**config.mk**
```make
export PLATFORM = sky130hd
export DESIGN_NAME = ffp_fast_fault
export DESIGN_NICKNAME = d
export VERILOG_FILES = /design/src/ffp_pkg.sv /design/src/ffp_blank_timer.sv /design/src/ffp_fast_fault.sv /design/src/ffp_sync.sv
export SDC_FILE = /design/constraint.sdc
export NUM_CORES = 1
export LEC_CHECK = 0
export BUFFER_PORTS_ARGS = -buffer_cell sky130_fd_sc_hd__buf_2
export CAP_MARGIN = 20
export CORE_MARGIN = 2
export CORE_UTILIZATION = 51
export CTS_BUF_LIST = sky130_fd_sc_hd__clkbuf_4 sky130_fd_sc_hd__clkbuf_8
export DETAILED_ROUTE_END_ITERATION = 16
export GPL_TIMING_DRIVEN = 1
export PLACE_DENSITY = 0.85
export SLEW_MARGIN = 30
export SYNTH_ARGS = -nofsm -noshare
export SYNTH_HDL_FRONTEND = slang
export SYNTH_SLANG_ARGS = --single-unit
```
**constraint.sdc**
```tcl
create_clock -name sys_clk -period 1.96 [get_ports sys_clk]
set_clock_uncertainty 0.1 [all_clocks]
set_input_delay 0.392 -clock sys_clk [delete_from_list [all_inputs] [get_ports sys_clk]]
set_output_delay 0.392 -clock sys_clk [all_outputs]
set_load 0.02 [all_outputs]
```
**src/ffp_pkg.sv**
```systemverilog
// Shared constants and types for the fast fault protection block
package ffp_pkg;
    // ************************************************************
    // Timing
    // ************************************************************
    localparam int CLK_PERIOD_NS = 50;
    localparam int BLANK_TICK_NS = 100;
    localparam int TICK_CYCLES = (BLANK_TICK_NS + CLK_PERIOD_NS - 1)
        / CLK_PERIOD_NS;
    // ************************************************************
    // Register offsets
    // ************************************************************
    localparam logic [7:0] OFS_CTRL = 8'h00;
    localparam logic [7:0] OFS_BLANK = 8'h04;
    localparam logic [7:0] OFS_ERR = 8'h08;
    localparam logic [7:0] OFS_STAT = 8'h0C;
    // ************************************************************
    // Field positions
    // ************************************************************
    localparam int CTRL_DSAT_LVL = 0;
    localparam int CTRL_CLAMP_EN = 1;
    localparam int CTRL_OCP_LVL = 2;
    localparam int CTRL_REACT = 4;
    localparam int BLANK_OCP = 8;
    localparam int ERR_DSAT = 0;
    localparam int ERR_OCP = 1;
    localparam int ERR_EN = 2;
    // ************************************************************
    // Reset values
    // ************************************************************
    localparam logic [7:0] RST_DSAT_BLANK = 8'h0A;
    localparam logic [7:0] RST_OCP_BLANK = 8'h0A;
    localparam logic [1:0] RST_OCP_LVL = 2'h0;
    // ************************************************************
    // Carriers
    // ************************************************************
    typedef struct packed {
        logic psel;
        logic penable;
        logic pwrite;
        logic [7:0] paddr;
        logic [31:0] pwdata;
    } ffp_apb_req_t;
    typedef struct packed {
        logic desatComparator;
        logic overcurrentComparator;
        logic enableValid;
    } ffp_pins_t;
endpackage

```
**src/ffp_blank_timer.sv**
```systemverilog
// Blanking timer started by a pulse, counted in tick enables
`timescale 1ns/1ns
`default_nettype none
module ffp_blank_timer (
    // Clock and reset
    input wire logic sys_clk,
    input wire logic resetn,
    // Control
    input wire logic tick,
    input wire logic start,
    input wire logic abort,
    input wire logic [7:0] length,
    // Status
    output logic busy
);
    typedef struct packed {
        logic [7:0] remain;
    } ffp_blank_t;
    ffp_blank_t state_q; // Ticks left
    ffp_blank_t state_d; // Next count

    // Load, count down or abort
    always_comb
    begin
        state_d = state_q;
        if (abort)
            state_d.remain = 8'h00;
        else if (start)
            state_d.remain = length;
        else if (tick && state_q.remain != 8'h00)
            state_d.remain = state_q.remain - 8'h01;
    end

    // Count register
    always_ff @(posedge sys_clk or negedge resetn)
    begin
        if (!resetn)
            state_q <= '0;
        else
            state_q <= state_d;
    end

    // Busy while ticks remain
    assign busy = (state_q.remain != 8'h00);
endmodule
`default_nettype wire

```
**src/ffp_fast_fault.sv**
```systemverilog
// Category A fault supervisor: desaturation, overcurrent, enable
`timescale 1ns/1ns
`default_nettype none
module ffp_fast_fault (
    // Clock and reset
    input wire logic sys_clk,
    input wire logic resetn,
    // APB slave
    input wire ffp_pkg::ffp_apb_req_t apbReq,
    output logic [31:0] prdata,
    output logic pready,
    output logic pslverr,
    // Asynchronous comparator and enable pins
    input wire ffp_pkg::ffp_pins_t pinsAsync,
    // Sequencer and mode, same clock
    input wire logic pwmOnCmd,
    input wire logic plateauActive,
    input wire logic configOpmode,
    // Pin and analog controls
    output logic desatPullDown,
    output logic desatClamp,
    output logic desatLevelSelect,
    output logic [1:0] overcurrentLevelSelect,
    // Turn-off requests and notification
    output logic safeTurnOff,
    output logic regularTurnOff,
    output logic deviceDisabled,
    output logic fastFaultOut_n
);
    import ffp_pkg::*;

    // ************************************************************
    // State
    // ************************************************************
    typedef struct packed {
        logic dsatLvl;
        logic clampEn;
        logic [1:0] ocpLvl;
        logic [7:0] dsatBlank;
        logic [7:0] ocpBlank;
        logic [2:0] err;
        logic disabled;
        logic faultOut;
        logic enPrev;
        logic pwmPrev;
        logic plateauPrev;
        logic safeOff;
        logic regOff;
        logic [31:0] rdata;
        logic [1:0] tickCnt;
    } ffp_state_t;
    ffp_state_t state_q; // Registered state
    ffp_state_t state_d; // Next state

    ffp_pins_t pinsSync; // Synchronised pins
    logic tick; // Blanking time base
    logic onStart; // Rising on command
    logic hardOffStart; // Hard turn-off begins
    logic dsatBusy; // Desaturation_sense_pin on blanking
    logic ocpBusy; // Overcurrent blanking
    logic offExtBusy; // Pull-down extension
    logic dsatFault; // Desaturation_sense_pin event
    logic ocpFault; // Overcurrent event
    logic enFault; // Enable invalidated
    logic anyFault; // Any event
    logic ocpStatus; // Masked comparator
    logic [4:0] statusVec; // Status word
    logic wrEn; // APB write strobe
    logic rdEn; // APB read strobe
    logic mapped; // Address decodes
    logic reactivate; // Reactivation request
    logic [2:0] errClr; // Flags to clear

    // ************************************************************
    // Pin synchronisers
    // ************************************************************
    ffp_sync #(
        .W(3)
    ) u_sync (
        .sys_clk(sys_clk),
        .resetn(resetn),
        .asyncIn(pinsAsync),
        .syncOut(pinsSync)
    );

    // ************************************************************
    // Blanking timers
    // ************************************************************
    assign tick = (state_q.tickCnt == 2'(TICK_CYCLES - 1));
    assign onStart = pwmOnCmd && !state_q.pwmPrev;
    assign hardOffStart = !pwmOnCmd
        && ((state_q.pwmPrev && !plateauActive)
        || (state_q.plateauPrev && !plateauActive));

    ffp_blank_timer u_dsat_blank (
        .sys_clk(sys_clk),
        .resetn(resetn),
        .tick(tick),
        .start(onStart),
        .abort(!pwmOnCmd),
        .length(state_q.dsatBlank),
        .busy(dsatBusy)
    );

    ffp_blank_timer u_ocp_blank (
        .sys_clk(sys_clk),
        .resetn(resetn),
        .tick(tick),
        .start(onStart),
        .abort(!pwmOnCmd),
        .length(state_q.ocpBlank),
        .busy(ocpBusy)
    );

    ffp_blank_timer u_off_ext (
        .sys_clk(sys_clk),
        .resetn(resetn),
        .tick(tick),
        .start(hardOffStart),
        .abort(onStart),
        .length(state_q.dsatBlank),
        .busy(offExtBusy)
    );

    // ************************************************************
    // Monitors
    // ************************************************************
    // desaturation_sense_pin only when on
    assign dsatFault = pwmOnCmd && !onStart && !dsatBusy
        && pinsSync.desatComparator && !state_q.disabled;
    assign ocpFault = pwmOnCmd && !onStart && !ocpBusy
        && pinsSync.overcurrentComparator && !state_q.disabled;
    assign enFault = state_q.enPrev && !pinsSync.enableValid;
    assign anyFault = dsatFault || ocpFault || enFault;
    assign ocpStatus = pinsSync.overcurrentComparator
        && !ocpBusy && !onStart;
    assign statusVec = {state_q.faultOut, state_q.disabled,
        pinsSync.enableValid, ocpStatus, pinsSync.desatComparator};

    // ************************************************************
    // APB decode
    // ************************************************************
    assign wrEn = apbReq.psel && apbReq.penable && apbReq.pwrite;
    assign rdEn = apbReq.psel && !apbReq.penable && !apbReq.pwrite;
    assign mapped = (apbReq.paddr == OFS_CTRL)
        || (apbReq.paddr == OFS_BLANK)
        || (apbReq.paddr == OFS_ERR)
        || (apbReq.paddr == OFS_STAT);
    assign reactivate = wrEn && (apbReq.paddr == OFS_CTRL)
        && apbReq.pwdata[CTRL_REACT];
    assign errClr = (wrEn && apbReq.paddr == OFS_ERR)
        ? apbReq.pwdata[2:0] : 3'h0;

    // ************************************************************
    // Next state
    // ************************************************************
    always_comb
    begin
        state_d = state_q;
        state_d.pwmPrev = pwmOnCmd;
        state_d.plateauPrev = plateauActive;
        state_d.enPrev = pinsSync.enableValid;
        state_d.tickCnt = tick ? 2'h0 : state_q.tickCnt + 2'h1;
        // Configuration writes
        if (wrEn && apbReq.paddr == OFS_CTRL)
        begin
            if (configOpmode)
                state_d.dsatLvl = apbReq.pwdata[CTRL_DSAT_LVL];
            state_d.clampEn = apbReq.pwdata[CTRL_CLAMP_EN];
            state_d.ocpLvl = apbReq.pwdata[CTRL_OCP_LVL +: 2];
        end
        // Blanking lengths
        if (wrEn && apbReq.paddr == OFS_BLANK)
        begin
            state_d.dsatBlank = apbReq.pwdata[7:0];
            state_d.ocpBlank = apbReq.pwdata[BLANK_OCP +: 8];
        end
        state_d.err = (state_q.err & ~errClr)
            | {enFault, ocpFault, dsatFault};
        if (reactivate && state_q.err == 3'h0)
        begin
            state_d.disabled = 1'b0;
            state_d.faultOut = 1'b0;
        end
        state_d.safeOff = dsatFault || ocpFault;
        state_d.regOff = enFault && !(dsatFault || ocpFault);
        if (anyFault)
        begin
            state_d.disabled = 1'b1;
            // notify on state transition
            // A fault landing on an accepted reactivation still notifies
            if (!state_q.disabled || (reactivate && state_q.err == 3'h0))
                state_d.faultOut = 1'b1;
        end
        // Read data capture in setup phase
        if (rdEn)
        begin
            state_d.rdata = 32'h0000_0000;
            unique case (apbReq.paddr)
                OFS_CTRL:
                begin
                    state_d.rdata[CTRL_DSAT_LVL] = state_q.dsatLvl;
                    state_d.rdata[CTRL_CLAMP_EN] = state_q.clampEn;
                    state_d.rdata[CTRL_OCP_LVL +: 2] = state_q.ocpLvl;
                end
                OFS_BLANK:
                begin
                    state_d.rdata[7:0] = state_q.dsatBlank;
                    state_d.rdata[BLANK_OCP +: 8] = state_q.ocpBlank;
                end
                OFS_ERR:
                    state_d.rdata[2:0] = state_q.err;
                OFS_STAT:
                    state_d.rdata[4:0] = statusVec;
                default:
                    state_d.rdata = 32'h0000_0000;
            endcase
        end
    end

    // ************************************************************
    // State register
    // ************************************************************
    always_ff @(posedge sys_clk or negedge resetn)
    begin
        if (!resetn)
        begin
            state_q <= '0;
            state_q.dsatBlank <= RST_DSAT_BLANK;
            state_q.ocpBlank <= RST_OCP_BLANK;
            state_q.ocpLvl <= RST_OCP_LVL;
        end
        else
            state_q <= state_d;
    end

    // ************************************************************
    // Outputs
    // ************************************************************
    assign prdata = state_q.rdata;
    assign pready = 1'b1;
    assign pslverr = apbReq.psel && apbReq.penable && !mapped;
    assign desatPullDown = onStart || (pwmOnCmd && dsatBusy)
        || (!pwmOnCmd && (state_q.pwmPrev || plateauActive
        || hardOffStart || offExtBusy));
    assign desatClamp = state_q.clampEn && !pwmOnCmd;
    assign desatLevelSelect = state_q.dsatLvl;
    assign overcurrentLevelSelect = state_q.ocpLvl;
    assign safeTurnOff = state_q.safeOff;
    assign regularTurnOff = state_q.regOff;
    assign deviceDisabled = state_q.disabled;
    assign fastFaultOut_n = !state_q.faultOut;
endmodule
`default_nettype wire

```
**src/ffp_sync.sv**
```systemverilog
// Two-stage synchroniser for asynchronous pin levels
`timescale 1ns/1ns
`default_nettype none
module ffp_sync #(
    parameter int W = 1
) (
    // Clock and reset
    input wire logic sys_clk,
    input wire logic resetn,
    // Levels
    input wire logic [W-1:0] asyncIn,
    output logic [W-1:0] syncOut
);
    typedef struct packed {
        logic [W-1:0] first;
        logic [W-1:0] second;
    } ffp_sync_t;
    ffp_sync_t state_q; // Both stages
    ffp_sync_t state_d; // Next stages

    // Shift chain
    always_comb
    begin
        state_d.first = asyncIn;
        state_d.second = state_q.first;
    end

    // Stage registers
    always_ff @(posedge sys_clk or negedge resetn)
    begin
        if (!resetn)
            state_q <= '0;
        else
            state_q <= state_d;
    end

    assign syncOut = state_q.second;
endmodule
`default_nettype wire

```
# Yosys cells after proc, flatten, opt, wreduce, memory -nomap -nowiden
# Cells that the tools add are included.
word_totals:
  out_inout_bits: 43
  elab_cells: 115
  latch_bits: 0
  rom_bits: 0
  n_memories: 0
  reg_bits: 78
  ram_bits: 0
classes:
  n_shift: 0
  n_div: 0
  n_reduce_logical: 64
  n_lt_le_gt_ge: 0
  n_mul: 0
  muxes: 18
  eq_ne: 6
  add_sub_neg: 4
  bitwise: 3
ops:
  columns: ["operator", "n"]
  rows:
  - ["8-bit two-way mux", 9]
  - ["1-bit logical AND", 31]
  - ["8-bit nonzero test", 3]
  - ["8-bit by 1-bit subtractor with 8-bit output (second input constant)", 3]
  - ["8-bit by 4-bit == test with 1-bit output (second input constant)", 2]
  - ["1-bit logical NOT", 13]
  - ["1-bit logical OR", 12]
  - ["3-bit case mux with 4 select lines", 1]
  - ["11-bit two-way mux", 1]
  - ["8-bit by 3-bit == test with 1-bit output (second input constant)", 1]
  - ["8-bit logical NOT", 1]
  - ["2-bit two-way mux", 3]
  - ["3-bit by 1-bit inequality test with 1-bit output (second input constant)", 2]
  - ["3-bit AND", 1]
  - ["3-bit logical NOT", 1]
  - ["3-bit two-way mux", 1]
  - ["3-bit inverter", 1]
  - ["3-bit bitwise OR", 1]
  - ["1-bit case mux with 3 select lines", 1]
  - ["3-bit nonzero test", 1]
  - ["2-bit by 1-bit adder with 2-bit output (second input constant)", 1]
  - ["2-bit by 1-bit == test with 1-bit output (second input constant)", 1]
  - ["1-bit case mux with 2 select lines", 1]
  - ["2-bit AND reduction", 1]
  - ["other kinds (2)", 2]

# Longest topological paths before layout
depth:
  word_depth: 10
  mapped_depth: 7
  ltp_nobuf: 7

# Cells and area by module
# From an unflattened synthesis, not the netlist that was laid out.
unflattened:
  hier_cells: 396
  area_unflattened_um2: 4219.0
modules_own_cells:
  columns: ["mod", "cells_each", "area_per_inst_um2", "instances"]
  rows:
  - ["ffp_fast_fault", 197, 2341.0, 1]
  - ["ffp_blank_timer (u_ocp_blank ...)", 69, 613.1, 2]
  - ["ffp_blank_timer (u_dsat_blank)", 55, 501.7, 1]
  - ["ffp_sync", 6, 150.1, 1]

# Worst setup path after synthesis
# OpenSTA, ideal clock, no wires.
synth_timing:
  kind: "register -> register"
  from: "reg u_off_ext.state_q[0] in the netlist's numbering"
  to: "reg u_off_ext.state_q[5] in the netlist's numbering"
  path_stages_with_launch: 7
  n_path_buf: 0
  setup_time_ps: 94
  t_required_ps: 1766
  period_less_slack_ps: 1940
  arrival_ps: 1746
  setup_slack_ps: 20
  path_cell_list: "dfrtp_1 inv_1 ha_1 or4b_2 o2111ai_1 xor2_1 a211oi_1"
synth_between:
  elab_chain_len: 4
synth_lines:
  columns: ["element", "line", "rtl"]
  rows:
  - ["start, declared", "ffp_blank_timer.sv:19", "ffp_blank_t state_q;"]
  - ["start signal, assigned", "ffp_blank_timer.sv:40", "state_q <= state_d;"]
  - ["8-bit by 1-bit subtractor with 8-bit output", "ffp_blank_timer.sv:31", "state_d.remain = state_q.remain - 8'h01;"]
  - ["8-bit two-way mux", "ffp_blank_timer.sv:30", "else if (tick && state_q.remain != 8'h00)"]
  - ["8-bit two-way mux", "ffp_blank_timer.sv:28", "else if (start)"]
  - ["8-bit two-way mux", "ffp_blank_timer.sv:26", "if (abort)"]
# Parallel ways exist; a longest one is shown, timed or not. The select of a mux whose other input is x is not followed.
# A chain may end at the register's enable or synchronous reset.

# Worst setup path in the final report
layout_timing:
  from: "reg u_dsat_blank.state_q[0] in the netlist's numbering"
  to: "out desatPullDown"
layout_between:
  elab_chain_len: 4
layout_lines:
  columns: ["element", "line", "rtl"]
  rows:
  - ["start, declared", "ffp_blank_timer.sv:19", null]
  - ["start signal, assigned", "ffp_blank_timer.sv:40", null]
  - ["8-bit nonzero test", "ffp_blank_timer.sv:44", "assign busy = (state_q.remain != 8'h00);"]
  - ["1-bit logical AND", "ffp_fast_fault.sv:243", "assign desatPullDown = onStart || (pwmOnCmd && dsatBusy)"]
  - ["1-bit logical OR", "ffp_fast_fault.sv:243", null]
  - ["1-bit logical OR", "ffp_fast_fault.sv:244", "|| (!pwmOnCmd && (state_q.pwmPrev || plateauActive"]
  - ["end, declared", "ffp_fast_fault.sv:20", "output logic desatPullDown,"]
# No other way between the ends.

==> metrics.txt <==
Starting DRT DRC Count=between 300 and 400; Mapped Cells=379; Hold WC Path Type=primary input to flop; Bufs and invs on worst path=2; ANT cells=0; Root Buffer=clkbuf_8; # rows=32; Setup WS post-layout=-0.1895 ns; largest cells by area after synthesis=dfrtp_1 45%, buf_4 6.4%, mux2_4 3.7%, mux2_2 2.7%, o21ai_0 2.7%; Worst Path Required=between 1 and 1.5 ns; largest net degree at the start of global routing=39; crit-path leading delay family=flip-flops; gr ovfl total=0; failing checks=setup timing; Clock transition at path regs=0.08 ns; Routability Congestion=a little under 1; first-pass GRT wire length=roughly 17 mm; router iterations before antenna repair=5; Final Cycle Share=109.7%; Port Buffer Count=60; synthesized area per cell=10.82 sq um; largest area contributor in the netlist=dfrtp_1; chip width=93.67 microns; share of post-route cells with drive strength above 1=38.74%; Die H=93.67 microns; IO Pins=94; Yosys reg bits=78; final hold violation count=0; Power Total=~4.1 mW; RSZ-0062 raised after global routing=yes; CP Cell Sequence=inv_2 -> ha_4 -> and4b_1 -> and3_4 -> a41oi_2 -> buf_4; slowest CP cell=dfrtp_1; minimum clock period=approximately 2.1 ns; placed inst area=0.004553 sq mm; Num Clock Sinks=78; Max Cap Viol=0; Worst Path Max Fanout=2; final WL=10.90 mm; sequential element share of the synthesized area=47.73%; Max Fclk=0.4652 GHz; EDFF count, synth=0; library cells used by synthesis=62; DRC violations left=0; vias per cell=5.998; total CTS buffers=9; Skew-Pair Late Insertion Delay=approximately 0.38 ns; vias in the first global route=~3400; clock tree buffer depth=2; Nets=527; Syn Std Cell Area=0.004100 sq mm; initial core utilization=between 50% and 60%; Main synth FF type=dfrtp_1; post-synth top area share=45.16%; Max transition margin=65.42%; vias after detailed routing=between 3000 and 4000; Setup violations, final=2; pins over their slew limit=0; area of the die=0.008773 sq mm; most instantiated library cell after synthesis=dfrtp_1; synth cell count leaders=74 x dfrtp_1, 35 x buf_4, 22 x nor2_1, 22 x o21ai_0, 18 x nand2_1; Routed wire per std cell=between 15 and 20 microns; CTS H-tree depth=3; Core Region=0.007767 sq mm; Pwr per Cell Area=825.1 mW/mm^2; crit-path max cell delay=around 0.38 ns; critical path class=flop to output port; post-DP HPWL=7.610 mm; CP Launch Type=flop; initial antenna violation count=0; Antenna Violating Nets Remaining=0; CP endpoint kind=output port; async set or reset register ratio after synthesis=between 90% and 100%; synthesis-to-finish area growth=22.09%; Tot GR Track Use=25.00%; leak pwr=between 2 and 2.5 nW; Yosys Warn Count=0; status=complete, but fails checks; Design Area, Final=roughly 0.0050 sq mm; CTS tree=done; Slew @ Worst Pin=0.5177 ns; Worst EP arrival=about 1.7 ns; worst vdd ir=0.6145 mV
-- stage by stage --
step	std cells	setup TNS, ns	setup slack [ns]	hold slack [ns]	util [%]
after CTS	572	-0.4452	-0.1502	0.01319	63.34
after detailed placement	546	-0.8432	-0.1299	0.2129	58.62
after floorplan	394	0	0.02004	-0.003591	-
after global placement	546	-0.1406	-0.02371	0.2139	58.62
after global routing	577	-0.2843	-0.2361	0.008682	64.45
final	577	-0.1900	-0.1895	0.02184	64.45
-- registers in the layout, indices dropped and copies added (netlist names) --
register / flops
overcurrentLevelSelect: 2
u_sync.state_d: 3
prdata: 16
u_dsat_blank.state_q: 8
safeTurnOff: 1
u_off_ext.state_q: 8
u_ocp_blank.state_q: 8
desatLevelSelect: 1
deviceDisabled: 1
u_sync.syncOut: 3
regularTurnOff: 1
state_q: 26
-- where the power goes --
part | switching, mW | leakage [nW] | internal, mW | total [mW]
registers | 0.0847 | 1.01 | 1.69 | 1.77
logic | 0.505 | 1.37 | 0.461 | 0.966
clock network | 0.631 | 0.113 | 0.760 | 1.39
-- per-layer routing --
metal  vias up  track usage [%]  part of all wire [%]
met2       177            42.15                    50
met4         0            11.59                   3.5
met5         -                0                     0
li1       1516                -                     -
met1      1719            30.28                    40
met3        49            6.100                   6.4
-- kinds of logic after synthesis --
| kind of cell | count (synthesis) | synth area share (%) |
|---|---|---|
| AND/OR/NAND/NOR | 103 | 14.50 |
| AO/OA/AOI/OAI | 87 | 15.01 |
| flip-flops | 78 | 47.73 |
| buffers and inverters | 67 | 10.01 |
| multiplexers | 30 | 9.460 |
| adder cells (fa/ha/maj) | 6 | 1.831 |
| XOR/XNOR | 6 | 1.282 |
| other | 2 | 0.1832 |
-- final timing paths --
path,start,end,slack [ns],cells past startpoint
worst max-delay path,u_dsat_blank.state_q[0]$_DFFE_PN0P_,desatPullDown,-0.19,6
worst min-delay path,pinsAsync[0],u_sync.state_d[0]$_DFF_PN0_,0.02,1
worst max register to register,u_dsat_blank.state_q[0]$_DFFE_PN0P_,u_dsat_blank.state_q[2]$_DFFE_PN0P_,0,8
worst min register to register,u_sync.state_d[0]$_DFF_PN0_,u_sync.syncOut[0]$_DFF_PN0_,0.26,0
max in group asynchronous,resetn,state_q[37]$_DFF_PN0_,0.85,3
min in group asynchronous,resetn,state_q[44]$_DFFE_PN0P_,0.35,2
-- area by class of cell --
| type | instances | area [sq um] |
|---|---|---|
| clock inverter | 6 | 93.84 |
| multi-input combinational | 249 | 1893 |
| fill | 587 | 2761 |
| clock buffer | 10 | 137.6 |
| sequential | 78 | 1957 |
| tap | 102 | 127.6 |
| inverter | 17 | 63.81 |
| timing repair buffer | 115 | 733.2 |
-- what timing repair did --
item,4_1_cts,5_1_grt
endpoints found under the hold margin,19,0
pin swaps,6,6
endpoints found under the setup margin,7,13
setup buffers,9,6
hold buffers,1,0
resized for setup,12,17
-- cell usage in the layout (no fill, tap or decap), types with 5 or more instances in the layout --
cell type | netlist | layout
nand4_1 | 7 | 7
nand3_1 | 8 | 8
a31oi_1 | 5 | 5
nor2b_1 | 6 | 6
clkbuf_8 | 0 | 10
mux2_4 | 10 | 10
o21ai_0 | 22 | 18
a211oi_1 | 8 | 7
buf_2 | 3 | 58
mux2_2 | 10 | 10
a21oi_1 | 9 | 8
nor3_1 | 9 | 8
buf_4 | 35 | 55
conb_1 | 2 | 17
dfrtp_1 | 74 | 74
nand2_1 | 18 | 18
nor2_1 | 22 | 22
inv_1 | 17 | 14
mux2i_1 | 8 | 8
a22o_1 | 12 | 12
No activity file was read; power rests on OpenSTA's default activity.
